--- config.mk ---
export PLATFORM = sky130hd
export DESIGN_NAME = pfb_top
export DESIGN_NICKNAME = d
export VERILOG_FILES = /design/src/rtl/pfb_pkg.sv /design/src/rtl/pfb_sync.sv /design/src/rtl/pfb_top.sv
export SDC_FILE = /design/constraint.sdc
export NUM_CORES = 1
export LEC_CHECK = 0
export ABC_AREA = 1
export BUFFER_PORTS_ARGS = -buffer_cell sky130_fd_sc_hd__buf_2
export CORE_MARGIN = 4
export CORE_UTILIZATION = 48
export CTS_BUF_LIST = sky130_fd_sc_hd__clkbuf_4 sky130_fd_sc_hd__clkbuf_8
export DETAILED_ROUTE_END_ITERATION = 7
export MAX_ROUTING_LAYER = met4
export PLACE_DENSITY = 0.84
export SYNTH_ARGS = -nofsm -noshare
export SYNTH_HDL_FRONTEND = slang
export SYNTH_SLANG_ARGS = --single-unit
export TNS_END_PERCENT = 10
--- constraint.sdc ---
create_clock -name mclk -period 1.5 [get_ports mclk]
set_input_delay 0.15 -clock mclk [delete_from_list [all_inputs] [get_ports mclk]]
set_output_delay 0.15 -clock mclk [all_outputs]
set_load 0.02 [all_outputs]
--- src/rtl/pfb_pkg.sv ---
package pfb_pkg;
  // register byte addresses
  localparam logic [7:0] CTRL_OFF   = 8'h00; // pll_control_reg
  localparam logic [7:0] BW_OFF     = 8'h04; // pll_bandwidth_reg
  localparam logic [7:0] BRK_OFF    = 8'h08; // break_flag_control_reg
  localparam logic [7:0] IST_OFF    = 8'h0c; // irq status, read only
  localparam logic [7:0] ICLR_OFF   = 8'h10; // irq clear, write only
  localparam logic [7:0] IEN_OFF    = 8'h14; // irq enable
  // control register fields
  localparam int CTRL_IE_BIT   = 7; // pll_irq_enable
  localparam int CTRL_FLAG_BIT = 6; // pll_lock_change_flag, write 0 to clear
  // bandwidth register fields
  localparam int BW_AUTO_BIT   = 7;
  localparam int BW_LOCK_BIT   = 6;
  localparam int BW_TRK_BIT    = 5; // tracking_mode_indicator
  // break control fields
  localparam int BRK_CLR_EN_BIT = 7; // break_clear_flag_enable
  // irq status fields
  localparam int IST_LOCK_BIT  = 0; // lock indicator changed
  localparam int IST_TRK_BIT   = 1; // tracking entered
  localparam int NUM_IRQ       = 2;
  // axi responses
  localparam logic [1:0] RESP_OKAY   = 2'b00;
  localparam logic [1:0] RESP_SLVERR = 2'b10;
  // reset values
  localparam logic [7:0] BYTE_ZERO   = 8'h00;
  localparam logic [31:0] WORD_ZERO  = 32'h0000_0000;
endpackage : pfb_pkg

--- src/rtl/pfb_sync.sv ---
`timescale 1ns/10ps
// two-stage synchroniser for the analog loop indications
module pfb_sync #(
  parameter int W = 2
) (
  // clock and reset
  input  wire logic         mclk,
  input  wire logic         rst,
  // data
  input  wire logic [W-1:0] d,
  output logic      [W-1:0] q
);
  logic [W-1:0] meta_reg;

  // first stage is read only by second stage
  always_ff @(posedge mclk or posedge rst) begin
    if (rst) begin
      meta_reg <= '0;
      q        <= '0;
    end else begin
      meta_reg <= d;
      q        <= meta_reg;
    end
  end
endmodule : pfb_sync

--- src/rtl/pfb_top.sv ---
// Decided for this implementation: the AXI4-Lite interface to the registers and the register offsets.
`timescale 1ns/10ps
// What this block does
// - clear enable lets software clear flags in break
// - flag cleared in break stays cleared
// - clear enable low protects lock-change flag in break while auto mode stays on
// - clear enable resets to zero
// - auto mode sets tracking indicator below tolerance
// - auto mode sets lock indicator below tolerance
// - lock change sets flag; manual reads zero
// - manual mode lock indicator reads zero
module pfb_top (
  // clock and reset
  input  wire logic        mclk,
  input  wire logic        rst,
  // axi4-lite write address
  input  wire logic [7:0]  s_awaddr,
  input  wire logic        s_awvalid,
  output logic             s_awready,
  // axi4-lite write data
  input  wire logic [31:0] s_wdata,
  input  wire logic [3:0]  s_wstrb,
  input  wire logic        s_wvalid,
  output logic             s_wready,
  // axi4-lite write response
  output logic [1:0]       s_bresp,
  output logic             s_bvalid,
  input  wire logic        s_bready,
  // axi4-lite read address
  input  wire logic [7:0]  s_araddr,
  input  wire logic        s_arvalid,
  output logic             s_arready,
  // axi4-lite read data
  output logic [31:0]      s_rdata,
  output logic [1:0]       s_rresp,
  output logic             s_rvalid,
  input  wire logic        s_rready,
  // loop comparator levels from the analog pll
  input  wire logic        trk_err_ok,
  input  wire logic        lock_err_ok,
  // break logic of the system integration unit
  input  wire logic        break_active,
  // interrupt and loop mode
  output logic             pll_irq,
  output logic             bw_auto
);
  typedef struct packed {
    logic       awready;
    logic       wready;
    logic       bvalid;
    logic [1:0] bresp;
    logic       have_aw;
    logic       have_w;
    logic [7:0] awaddr;
    logic [31:0] wdata;
    logic [3:0] wstrb;
    logic       arready;
    logic       rvalid;
    logic [1:0] rresp;
    logic [31:0] rdata;
    logic       irq_en;
    logic       flag;
    logic       auto_mode;
    logic       manual_trk;
    logic       lock;
    logic       trk;
    logic       clr_en;
    logic [pfb_pkg::NUM_IRQ-1:0] ist;
    logic [pfb_pkg::NUM_IRQ-1:0] ien;
    logic       irq;
  } pfb_state_s;

  pfb_state_s st_reg;
  pfb_state_s st_next;
  logic [1:0] loop_sync;

  // bring loop levels onto mclk
  pfb_sync #(.W(2)) u_sync (
    .mclk (mclk),
    .rst  (rst),
    .d    ({lock_err_ok, trk_err_ok}),
    .q    (loop_sync)
  );

  // read mux shared by the read channel
  function automatic logic [31:0] rd_word(input pfb_state_s s, input logic [7:0] a,
                                          output logic ok);
    logic [31:0] v;
    v  = pfb_pkg::WORD_ZERO;
    ok = 1'b1;
    if (a == pfb_pkg::CTRL_OFF) begin
      v[pfb_pkg::CTRL_IE_BIT]   = s.irq_en;
      v[pfb_pkg::CTRL_FLAG_BIT] = s.flag & s.auto_mode;
    end else if (a == pfb_pkg::BW_OFF) begin
      v[pfb_pkg::BW_AUTO_BIT] = s.auto_mode;
      v[pfb_pkg::BW_LOCK_BIT] = s.lock & s.auto_mode;
      v[pfb_pkg::BW_TRK_BIT]  = s.auto_mode ? s.trk : s.manual_trk;
    end else if (a == pfb_pkg::BRK_OFF) begin
      v[pfb_pkg::BRK_CLR_EN_BIT] = s.clr_en;
    end else if (a == pfb_pkg::IST_OFF) begin
      v[pfb_pkg::NUM_IRQ-1:0] = s.ist;
    end else if (a == pfb_pkg::IEN_OFF) begin
      v[pfb_pkg::NUM_IRQ-1:0] = s.ien;
    end else if (a == pfb_pkg::ICLR_OFF) begin
      v = pfb_pkg::WORD_ZERO;
    end else begin
      ok = 1'b0;
    end
    return v;
  endfunction : rd_word

  // next state
  always_comb begin
    logic        wr_go;
    logic        rd_ok;
    logic        clr_ok;
    logic        lock_new;
    logic        trk_new;
    logic [pfb_pkg::NUM_IRQ-1:0] ev;
    logic [pfb_pkg::NUM_IRQ-1:0] clr;
    logic [31:0] rv;
    wr_go    = 1'b0;
    rd_ok    = 1'b0;
    clr_ok   = 1'b0;
    lock_new = 1'b0;
    trk_new  = 1'b0;
    ev       = '0;
    clr      = '0;
    rv       = pfb_pkg::WORD_ZERO;
    st_next  = st_reg;

    // write address and data taken in either order
    if (s_awvalid && st_reg.awready) begin
      st_next.have_aw = 1'b1;
      st_next.awaddr  = s_awaddr;
      st_next.awready = 1'b0;
    end
    if (s_wvalid && st_reg.wready) begin
      st_next.have_w = 1'b1;
      st_next.wdata  = s_wdata;
      st_next.wstrb  = s_wstrb;
      st_next.wready = 1'b0;
    end
    wr_go = st_reg.have_aw && st_reg.have_w && !st_reg.bvalid;

    // flag clears by write only outside break or with clear enable set; manual mode clears it always
    clr_ok = !break_active || st_reg.clr_en;

    // loop indications only move in auto mode
    lock_new = st_reg.auto_mode & loop_sync[1];
    trk_new  = st_reg.auto_mode & loop_sync[0];
    st_next.lock = lock_new;
    st_next.trk  = trk_new;
    ev[pfb_pkg::IST_LOCK_BIT] = st_reg.auto_mode && (lock_new != st_reg.lock);
    ev[pfb_pkg::IST_TRK_BIT]  = trk_new && !st_reg.trk;

    if (wr_go) begin
      st_next.have_aw = 1'b0;
      st_next.have_w  = 1'b0;
      st_next.bvalid  = 1'b1;
      st_next.bresp   = pfb_pkg::RESP_OKAY;
      if (st_reg.awaddr == pfb_pkg::CTRL_OFF) begin
        if (st_reg.wstrb[0]) begin
          st_next.irq_en = st_reg.wdata[pfb_pkg::CTRL_IE_BIT];
          if (!st_reg.wdata[pfb_pkg::CTRL_FLAG_BIT] && clr_ok) begin
            st_next.flag = 1'b0;
          end
        end
      end else if (st_reg.awaddr == pfb_pkg::BW_OFF) begin
        if (st_reg.wstrb[0]) begin
          st_next.auto_mode = st_reg.wdata[pfb_pkg::BW_AUTO_BIT];
          if (!st_reg.auto_mode) begin
            st_next.manual_trk = st_reg.wdata[pfb_pkg::BW_TRK_BIT];
          end
        end
      end else if (st_reg.awaddr == pfb_pkg::BRK_OFF) begin
        if (st_reg.wstrb[0]) begin
          st_next.clr_en = st_reg.wdata[pfb_pkg::BRK_CLR_EN_BIT];
        end
      end else if (st_reg.awaddr == pfb_pkg::ICLR_OFF) begin
        if (st_reg.wstrb[0] && clr_ok) begin
          clr = st_reg.wdata[pfb_pkg::NUM_IRQ-1:0];
        end
      end else if (st_reg.awaddr == pfb_pkg::IEN_OFF) begin
        if (st_reg.wstrb[0]) begin
          st_next.ien = st_reg.wdata[pfb_pkg::NUM_IRQ-1:0];
        end
      end else if (st_reg.awaddr != pfb_pkg::IST_OFF) begin
        st_next.bresp = pfb_pkg::RESP_SLVERR;
      end
    end

    // lock change sets flag; set beats clear
    if (ev[pfb_pkg::IST_LOCK_BIT]) begin
      st_next.flag = 1'b1;
    end
    if (!st_reg.auto_mode) begin
      st_next.flag = 1'b0;
    end
    st_next.ist = (st_reg.ist & ~clr) | ev;

    // write response handshake
    if (st_reg.bvalid && s_bready) begin
      st_next.bvalid  = 1'b0;
      st_next.awready = 1'b1;
      st_next.wready  = 1'b1;
    end

    // read channel, one access at a time
    if (s_arvalid && st_reg.arready) begin
      rv = rd_word(st_reg, s_araddr, rd_ok);
      st_next.arready = 1'b0;
      st_next.rvalid  = 1'b1;
      st_next.rdata   = rv;
      st_next.rresp   = rd_ok ? pfb_pkg::RESP_OKAY : pfb_pkg::RESP_SLVERR;
    end else if (st_reg.rvalid && s_rready) begin
      st_next.rvalid  = 1'b0;
      st_next.arready = 1'b1;
    end

    st_next.irq = |(st_next.ist & st_next.ien);
  end

  // state register
  always_ff @(posedge mclk or posedge rst) begin
    if (rst) begin
      st_reg         <= '0;
      st_reg.awready <= 1'b1;
      st_reg.wready  <= 1'b1;
      st_reg.arready <= 1'b1;
      st_reg.clr_en  <= 1'b0;
    end else begin
      st_reg <= st_next;
    end
  end

  // outputs straight from flops
  assign s_awready = st_reg.awready;
  assign s_wready  = st_reg.wready;
  assign s_bvalid  = st_reg.bvalid;
  assign s_bresp   = st_reg.bresp;
  assign s_arready = st_reg.arready;
  assign s_rvalid  = st_reg.rvalid;
  assign s_rdata   = st_reg.rdata;
  assign s_rresp   = st_reg.rresp;
  assign pll_irq   = st_reg.irq;
  assign bw_auto   = st_reg.auto_mode;
endmodule : pfb_top

==> reports/results.tsv, run 1 <==
stage	metric	value	unit
route	drc	0	
global_routing	grt_pass1_vias	1674	
timing	setup_tns	0	ns
global_routing	grt_overflow	0	
global_routing	grt_start_max_net_pins	45	
clock_tree	clk_pin_slew	0.08	ns
route	detail-route-antenna-nets	0	
synthesis	synth_top_family_by_area	simple AND/OR/NAND/NOR gates	
clock_tree	cts_root_buf	clkbuf_8	
route	first_iter_violations	81	
pwr	peakVddDrop	0.788	mV
finish	drive_gt1_frac	0.231	
route	dr.pass1.iters	7	
route	wire_per_inst	10.9	um
timing	rsz0062_at_grt	false	
worst_hold_path	worst_hold_path_type	in -> reg	
synthesis	yosys.area_share.simple	0.260	
finish	syn_to_final_growth	11.3	%
die	die_h	76.5	um
synthesis	synth-edff-count	0	
placement	routabilityCongestion	0.798	
finish	largest_reg_flops	26	
synthesis	post-synth-top-area-cell	dfrtp_1	
die	fp.dieArea	5860	um2
clock_tree	ctsResizeCount	0	
synthesis	synthXorXnorAreaFrac	0	
setup_path	crit_type	reg -> reg	
synthesis	ys_top_cells_by_area	dfrtp_1 46%, nand2_1 14%, buf_4 12%, inv_1 5.2%, o21ai_0 4.7%	
synthesis	ys.flop_type	dfrtp_1	
synthesis	synth_area	2250	um2
setup_path	required	1.69	ns
route	viasPerCell	4.51	
timing	finalMaxSlewViolations	0	
setup_path	cp-start-kind	register	
synthesis	ys_top_cells_by_count	82 x nand2_1, 41 x dfrtp_1, 36 x buf_4	
clock_tree	clock_latency	0.30	ns
setup_path	crit_path_max_fanout	4	
pwr	power.density	1510	nW/um2
die	core-area	4440	um2
finish	diodes	0	
synthesis	synth_fa_ha_area_frac	0	
die	pin_count	105	
synthesis	synth.most_common_cell	nand2_1	
global_routing	antenna_found_initial	0	
synthesis	ys_seq_elements	44	
clock_tree	cts_tree	yes	
die	start_util	0.507	
synthesis	synth.area.mux_share	0	
timing	finalHoldViolCount	0	
job	maxCapViolCount	0	
clock_tree	cts-buffers-inserted	5	
synthesis	synth_compound_area_frac	0.0694	
synthesis	ys_warn_count	0	
global_routing	grt_pass1_wl	7120	um
clock_tree	numClockSinks	44	
finish	fin_nets	381	
synthesis	avgSynthCellArea	8.26	um2
timing	finalSetupViolCount	0	
synthesis	syn_inst	273	
die	die_width	76.5	um
synthesis	ys_types	28	
synthesis	synth_seq_area_share	0.490	
placement	hpwl	2980	um
pwr	leakagePower	1.41	nW
die	rows	24	
setup_path	critPathArrivalTime	1.49	ns
placement	io_buffers	45	
global_routing	grtUsageTotal	0.154	
timing	setup_slack	0.208	ns
route	num_vias	1677	
route	routed_wl	4060	um
timing	period_minus_slack	1.29	ns
timing	period_share	0.862	
timing	skew	0.00540	ns
status	status	finished, final reports clean	
setup_path	critPathCaptureType	register	
timing	max_freq	774	MHz
synthesis	async_reset_ff_frac	1.00	
pwr	power	0.00380	W
placement	dpl_worst_slack	0.211	ns
clock_tree	h-tree-depth	2	
clock_tree	cts_buffer_depth	2	
synthesis	synth_top_area_frac	0.455	
-- logic make-up after synthesis --
logic type	Yosys count
AO/OA/AOI/OAI	30
buffers and inverters	71
flip-flops	44
other	1
AND/OR/NAND/NOR	127
-- path summary, 6_finish.rpt --
path	cells after the start	slack, ns	startpoint	end
max	6	0.21	st_reg[84]	st_reg[8]
min	2	0.01	s_awvalid	s_awready
min reg2reg	0	0.35	u_sync.meta_reg[0]	u_sync.q[0]
max in group asynchronous	4	0.80	rst	s_awready
min in group asynchronous	4	0.42	rst	s_rdata[7]
max reg2reg	6	0.21	st_reg[84]	st_reg[8]
-- per-layer routing --
layer	vias up	GRT usage	part of all wire
met3	7	0.0319	0.061
met1	752	0.169	0.42
met4	0	0.0616	0.017
met2	51	0.272	0.50
met5	-	-	0
li1	867	-	-
-- area by class of cell --
| class | count | area (um2) |
|---|---|---|
| clock buffer | 6 | 76.3 |
| clock inverter | 2 | 12.5 |
| fill | 410 | 1930 |
| inverter | 33 | 124 |
| multi-input combinational | 186 | 852 |
| sequential | 44 | 1100 |
| tap | 52 | 65.1 |
| timing repair buffer | 49 | 275 |
-- placed cells by master, fill, tap and decap left out, drive strengths merged, types with 2 or more instances in the layout --
cell type / synthesis / final
inv: 32 / 31
a21oi: 4 / 4
conb: 1 / 29
nand2: 88 / 88
o21ai: 23 / 23
nand3: 12 / 12
nand3b: 2 / 2
buf: 37 / 46
dfstp: 3 / 3
dfrtp: 41 / 41
clkinv: 1 / 3
dlygate4sd3: 0 / 3
clkbuf: 1 / 6
nor2: 22 / 22
-- timing repair --
item | 4_1_cts | 5_1_grt
setup buffers | 0 | 0
hold buffers | 3 | 0
setup endpoints to repair | 0 | 0
endpoints found under the hold margin | 43 | 0
-- where the power goes --
group / total, W / leakage [nW] / switching [W] / internal [W]
registers: 0.00183 / 0.550 / 0.000260 / 0.00157
logic: 0.00123 / 0.815 / 0.000835 / 0.000395
clock network: 0.000735 / 0.0446 / 0.000392 / 0.000343
-- worst max-delay path, cell delays in order, from the launching register on --
cell and delay (ns):
dfrtp_1 0.41, nor2_4 0.17, nand3_2 0.12, nor2_1 0.17, nand3_1 0.12, o21ai_1 0.15
inv_1 0.05
-- stage by stage --
stage / hold slack [ns] / cell area, um2 / util / cells
final: 0.0130 / 2510 / 0.565 / 372
after global routing: 0.0200 / 2510 / 0.565 / 372
after CTS: 0.00525 / 2510 / 0.565 / 372
after detailed placement: 0.206 / 2390 / 0.538 / 361
after global placement: 0.197 / 2390 / 0.538 / 361
after floorplan: 0.181 / 2360 / - / 301
(Power assumes the default switching activity.)
==> run 2: changes to the inputs <==
CORE_UTILIZATION = 46   (was 48)
CTS_BUF_LIST = sky130_fd_sc_hd__clkbuf_16   (was sky130_fd_sc_hd__clkbuf_4 sky130_fd_sc_hd__clkbuf_8)
PLACE_DENSITY = 0.81   (was 0.84)
==> run 2 against run 1 <==
The run now ends with hold timing left. Fmax rose by 2.5%. Core utilization shrank 2.3 points. First-iteration DRC count is 38% lower. Sequential power is essentially flat. Die area is 3.9% higher. Critical path depth is the same. Global-route usage is 1.0 points lower. Final area up 1.9%. Via count up 0.78%. Combinational power about the same. Total power is 7.7% higher. Clock power is 40% higher. Largest cell class unchanged.
==> reports/results.tsv, run 2 (synthesis gave the netlist of run 1 again) <==
stage	metric	value	unit	change
die	die_width	78.0	um	+1.9%
timing	rsz0062_at_grt	false		
finish	largest_reg_flops	26		unchanged
route	drc	0		unchanged
global_routing	grt_pass1_wl	6820	um	-4.2%
clock_tree	numClockSinks	44		unchanged
placement	hpwl	2990	um	+0.25%
finish	syn_to_final_growth	13.5	%	
global_routing	grt_overflow	0		unchanged
route	routed_wl	4020	um	-1.1%
route	dr.pass1.iters	4		-3
clock_tree	clk_pin_slew	0.06	ns	-0.02 ns
placement	routabilityCongestion	0.797		about the same
global_routing	grt_pass1_vias	1601		-4.4%
timing	max_freq	793	MHz	+2.5%
setup_path	critPathArrivalTime	1.42	ns	-0.07 ns
clock_tree	cts-buffers-inserted	5		unchanged
setup_path	crit_type	reg -> reg		
setup_path	crit_chain	inv_1, nand3_4, nor2_8, nand2_1, o21ai_1, nand2_1		
clock_tree	cts_buffer_depth	2		unchanged
route	viasPerCell	4.38		-2.9%
route	num_vias	1690		+0.78%
finish	final_cells	386		+3.8%
global_routing	grt_start_max_net_pins	45		unchanged
pwr	peakVddDrop	1.03	mV	+31%
timing	setup_tns	0	ns	unchanged
finish	drive_gt1_frac	0.229		-0.00241
timing	finalHoldViolCount	41		+41
status	violations	hold timing		
setup_path	max_stage_delay	0.39	ns	-0.02 ns
die	pin_count	105		unchanged
finish	diodes	0		unchanged
die	start_util	0.477		-0.0300
job	maxCapViolCount	0		unchanged
placement	io_buffers	45		unchanged
status	status	complete, but fails checks		
route	detail-route-antenna-nets	0		unchanged
timing	period_share	0.840		-0.0214
worst_hold_path	worst_hold_path_type	in -> async		
timing	slew_headroom	0.648		
finish	final_common_cell	nand2_1		
finish	fin_nets	380		-0.26%
clock_tree	cts_tree	yes		
global_routing	antenna_found_initial	0		unchanged
pwr	power.density	1600	nW/um2	+5.6%
die	rows	25		+4.2%
setup_path	slowest_stage	dfrtp_1		
setup_path	crit_path_max_fanout	8		+4
die	fp.dieArea	6090	um2	+3.9%
timing	skew	0.00901	ns	+0.00361 ns
timing	period_minus_slack	1.26	ns	-0.0321 ns
clock_tree	cts_setup_buffers	0		unchanged
setup_path	critPathCaptureType	register		
route	first_iter_violations	50		-38%
setup_path	crit_top_cell	nand2_1		
die	core-area	4720	um2	+6.3%
timing	finalMaxSlewViolations	0		unchanged
setup_path	cp-start-kind	register		
finish	mostFrequentLayoutCells	82 x nand2_1, 45 x buf_2, 41 x dfrtp_1, 31 x inv_1, 29 x conb_1		
timing	hold_ws	-0.0116	ns	-0.0245 ns
setup_path	required	1.66	ns	-0.03 ns
timing	setup_slack	0.240	ns	+0.0321 ns
clock_tree	cts_root_buf	clkbuf_16		
placement	place_inst	376		+4.2%
clock_tree	h-tree-depth	2		unchanged
clock_tree	clock_latency	0.28	ns	-0.02 ns
placement	dpl_worst_slack	0.252	ns	+0.0408 ns
setup_path	crit_start	s_bvalid		
pwr	leakagePower	1.43	nW	+1.2%
route	wire_per_inst	10.4	um	-4.7%
global_routing	grtUsageTotal	0.144		-0.0102
timing	tightestPinTransition	0.528	ns	
timing	finalSetupViolCount	0		unchanged
die	die_h	78.0	um	+1.9%
pwr	power	0.00409	W	+7.7%
setup_path	r2r-start	s_bvalid		
run 2: metrics by stage:
stage	hold WS, ns	instance area, um2	utilization
after floorplan	0.181	2360	-
after global placement	0.258	2400	0.508
after CTS	0.00928	2560	0.542
after detailed placement	0.259	2400	0.508
after global routing	0.0476	2560	0.542
final	-0.0116	2560	0.542
run 2: repair_timing:
item,CTS,global route
hold buffers,2,0
endpoints found under the hold margin,2,0
resized for setup,0,1
setup endpoints to repair,0,1
run 2: area by class of cell:
type                            instances  area [um2]
Tap cell                               67        83.8
Clock buffer                            5         125
Timing Repair Buffer                   48         253
Clock inverter                          3        16.3
Fill cell                             455        2160
Sequential cell                        44        1100
Inverter                               33         124
Multi-Input combinational cell        186         852
run 2: final timing paths:
kind,end,slack (ns),cells past startpoint
worst max-delay path,st_reg[10],0.24,6
worst min-delay path,st_reg[90],-0.01,3
worst max register to register,st_reg[10],0.24,6
worst min register to register,u_sync.q[1],0.35,0
max in group asynchronous,s_wready,1.14,3
min in group mclk,s_awready,0.04,2
run 2: power by group:
part	leakage [nW]	switching, W	total, W	internal, W
Sequential	0.550	0.000263	0.00184	0.00158
Combinational	0.806	0.000835	0.00122	0.000390
Clock	0.0710	0.000419	0.00103	0.000607
run 2: layer usage:
layer | global-route usage | vias up | share of wire
met1 | 0.175 | 754 | 0.45
met4 | 0.0524 | 0 | 0.0070
met5 | - | - | 0
met2 | 0.238 | 61 | 0.47
li1 | - | 871 | -
met3 | 0.0287 | 4 | 0.073
run 2: worst max-delay path, delay by kind of cell (launching register included):
family          cells  cell delay, ns
compound gates      1            0.14
buf+inv             1            0.12
flops               1            0.39
simple gates        4            0.49
==> run 3: changes to the inputs <==
CORE_UTILIZATION = 42   (was 46)
PLACE_DENSITY = 0.78   (was 0.81)
clock period = 1.1 ns   (was 1.5 ns; I/O delays follow)
==> run 3 against run 2 <==
Final area increased by 8.9%. Sequential share of layout area fell by 3.4 points. Global-route usage shrank 0.91 points. Clock power up 35%. Largest cell class unchanged. Register-to-register slack worse by 0.42 ns. The run ends with setup timing left. Critical path depth rose by 1. Worst setup slack lost 0.42 ns. Combinational power is 83% higher. Critical endpoint is now st_reg[5]. Non-clock buffer count grew 18. Hold slack improved by 0.021 ns. Via count is 3.3% higher. Largest power group unchanged.
==> reports/results.tsv, run 3 (synthesis gave the netlist of run 1 again) <==
stage	metric	value	unit	change
status	status	complete, but fails checks		
status	violations	setup timing		
clock_tree	cts_root_buf	clkbuf_16		
route	first_iter_violations	52		+4.0%
route	dr.pass1.iters	4		unchanged
die	pin_count	105		unchanged
finish	mostFrequentLayoutCells	76 x nand2_1, 40 x buf_2, 39 x dfrtp_1, 29 x conb_1, 28 x inv_1		
setup_path	cp-start-kind	register		
pwr	power.density	2210	nW/um2	+38%
pwr	p_switching	0.00222	W	+46%
placement	hpwl	3230	um	+8.2%
pwr	pwr-share-comb	0.362		+0.063
route	routed_wl	4170	um	+3.9%
timing	period_share	1.17		+0.326
die	die_width	81.3	um	+4.2%
route	detail-route-antenna-nets	0		unchanged
timing	period_minus_slack	1.28	ns	+0.0221 ns
die	rows	26		+4.0%
die	die_h	81.3	um	+4.2%
global_routing	grt_start_max_net_pins	45		unchanged
route	drc	0		unchanged
finish	final_cells	407		+5.4%
worst_hold_path	worst_hold_path_type	in -> reg		
global_routing	grtUsageTotal	0.134		-0.00910
timing	finalMaxSlewViolations	0		unchanged
timing	hold_ws	0.00905	ns	+0.0206 ns
setup_path	crit_path_max_fanout	4		-4
timing	skew	0.00595	ns	-0.00306 ns
clock_tree	cts_buffer_depth	2		unchanged
setup_path	required	1.27	ns	-0.39 ns
global_routing	grt_pass1_vias	1589		-0.75%
global_routing	grt_overflow	0		unchanged
job	maxCapViolCount	0		unchanged
timing	setup_slack	-0.182	ns	-0.422 ns
finish	final_common_cell	nand2_1		
finish	syn_to_final_growth	23.6	%	
pwr	sw_frac_of_total	0.361		-0.00985
pwr	p_int	0.00393	W	+53%
die	fp.dieArea	6600	um2	+8.5%
finish	largest_reg_flops	26		unchanged
route	viasPerCell	4.29		-2.0%
clock_tree	clock_latency	0.28	ns	about the same
finish	diodes	0		unchanged
placement	place_inst	391		+4.0%
global_routing	grt_pass1_wl	6760	um	-1.0%
pwr	p_clk_frac	0.226		-0.025
die	start_util	0.439		-0.0387
pwr	seq_power_share	0.412		-0.038
global_routing	antenna_found_initial	0		unchanged
placement	io_buffers	45		unchanged
timing	finalHoldViolCount	0		-100%
route	wire_per_inst	10.2	um	-1.5%
pwr	power	0.00615	W	+50%
pwr	peakVddDrop	1.24	mV	+21%
die	core-area	5140	um2	+8.8%
setup_path	critPathArrivalTime	1.45	ns	+0.03 ns
finish	fin_nets	398		+4.7%
route	num_vias	1746		+3.3%
clock_tree	clk_pin_slew	0.06	ns	about the same
setup_path	critPathCaptureType	register		
timing	rsz0062_at_grt	true		
timing	max_freq	780	MHz	-1.7%
clock_tree	h-tree-depth	2		unchanged
clock_tree	cts_tree	yes		
setup_path	crit_type	reg -> reg		
placement	routabilityCongestion	0.800		+0.38%
clock_tree	cts-buffers-inserted	5		unchanged
timing	finalSetupViolCount	11		+11
pwr	leakagePower	1.51	nW	+6.1%
clock_tree	numClockSinks	44		unchanged
finish	drive_gt1_frac	0.312		+0.0827
-- run 3: cell count changes in the layout (fill, tap and decap cells not counted), moves of 3 or more --
cell and delta:
nand2_2 +6, nand2_1 -6, buf_4 +16, buf_6 +4, buf_2 -5, inv_1 -3
-- run 3: repair_timing --
item,in CTS,in global routing
setup buffers,2,2
gates resized for setup,6,18
endpoints found under the setup margin,13,30
hold buffers,4,0
pin swaps,2,6
endpoints found under the hold margin,44,0
-- run 3: worst paths after layout --
check / startpoint / end / slack [ns] / depth (start not counted)
min reg2reg: u_sync.meta_reg[0] / u_sync.q[0] / 0.35 / 0
min: s_awvalid / s_awready / 0.009 / 2
max in group asynchronous: rst / s_awready / 0.40 / 4
max reg2reg: st_reg[85] / st_reg[5] / -0.18 / 7
max: st_reg[85] / st_reg[5] / -0.18 / 7
min in group asynchronous: rst / s_rdata[6] / 0.43 / 4
-- run 3: per-layer routing --
| metal | GRT usage | vias up | wire [um] |
|---|---|---|---|
| met5 | - | - | 0 |
| met4 | 0.0405 | 0 | 46 |
| met3 | 0.0288 | 7 | 268 |
| met2 | 0.224 | 56 | 2080 |
| met1 | 0.163 | 780 | 1780 |
| li1 | - | 903 | - |
-- run 3: power by group through the flow --
stage               Sequential, W  Clock (W)  Combinational, W
floorplan                 0.00259          0           0.00129
global placement          0.00251          0           0.00190
detailed placement        0.00253          0           0.00195
CTS                       0.00251    0.00142           0.00207
global route              0.00261    0.00149           0.00250
finish                    0.00253    0.00139           0.00223
-- run 3: layout make-up --
| type | count | area, um2 |
|---|---|---|
| flip-flops and latches | 44 | 1110 |
| multi-input cells | 186 | 883 |
| well taps | 70 | 87.6 |
| inverters | 33 | 134 |
| repair buffers | 66 | 433 |
| fillers | 505 | 2350 |
| clock inverters | 3 | 16.3 |
| clock buffers | 5 | 125 |
-- run 3: critical path, cell delays in order, from the launching register on --
cell     delay, ns
dfrtp_1       0.41
nor2_4        0.19
buf_4         0.13
nand3_1       0.06
nor2_1        0.13
nand2_1       0.09
o21ai_1       0.12
inv_1         0.05
-- run 3: stage by stage --
step | utilization | setup TNS, ns | area [um2] | setup WS, ns
2_1_floorplan | - | -0.236 | 2370 | -0.0695
3_3_place_gp | 0.489 | -0.326 | 2510 | -0.110
3_5_place_dp | 0.489 | -0.587 | 2510 | -0.157
4_1_cts | 0.530 | -0.638 | 2720 | -0.148
5_1_grt | 0.542 | -1.80 | 2790 | -0.244
6_report | 0.542 | -0.980 | 2790 | -0.182
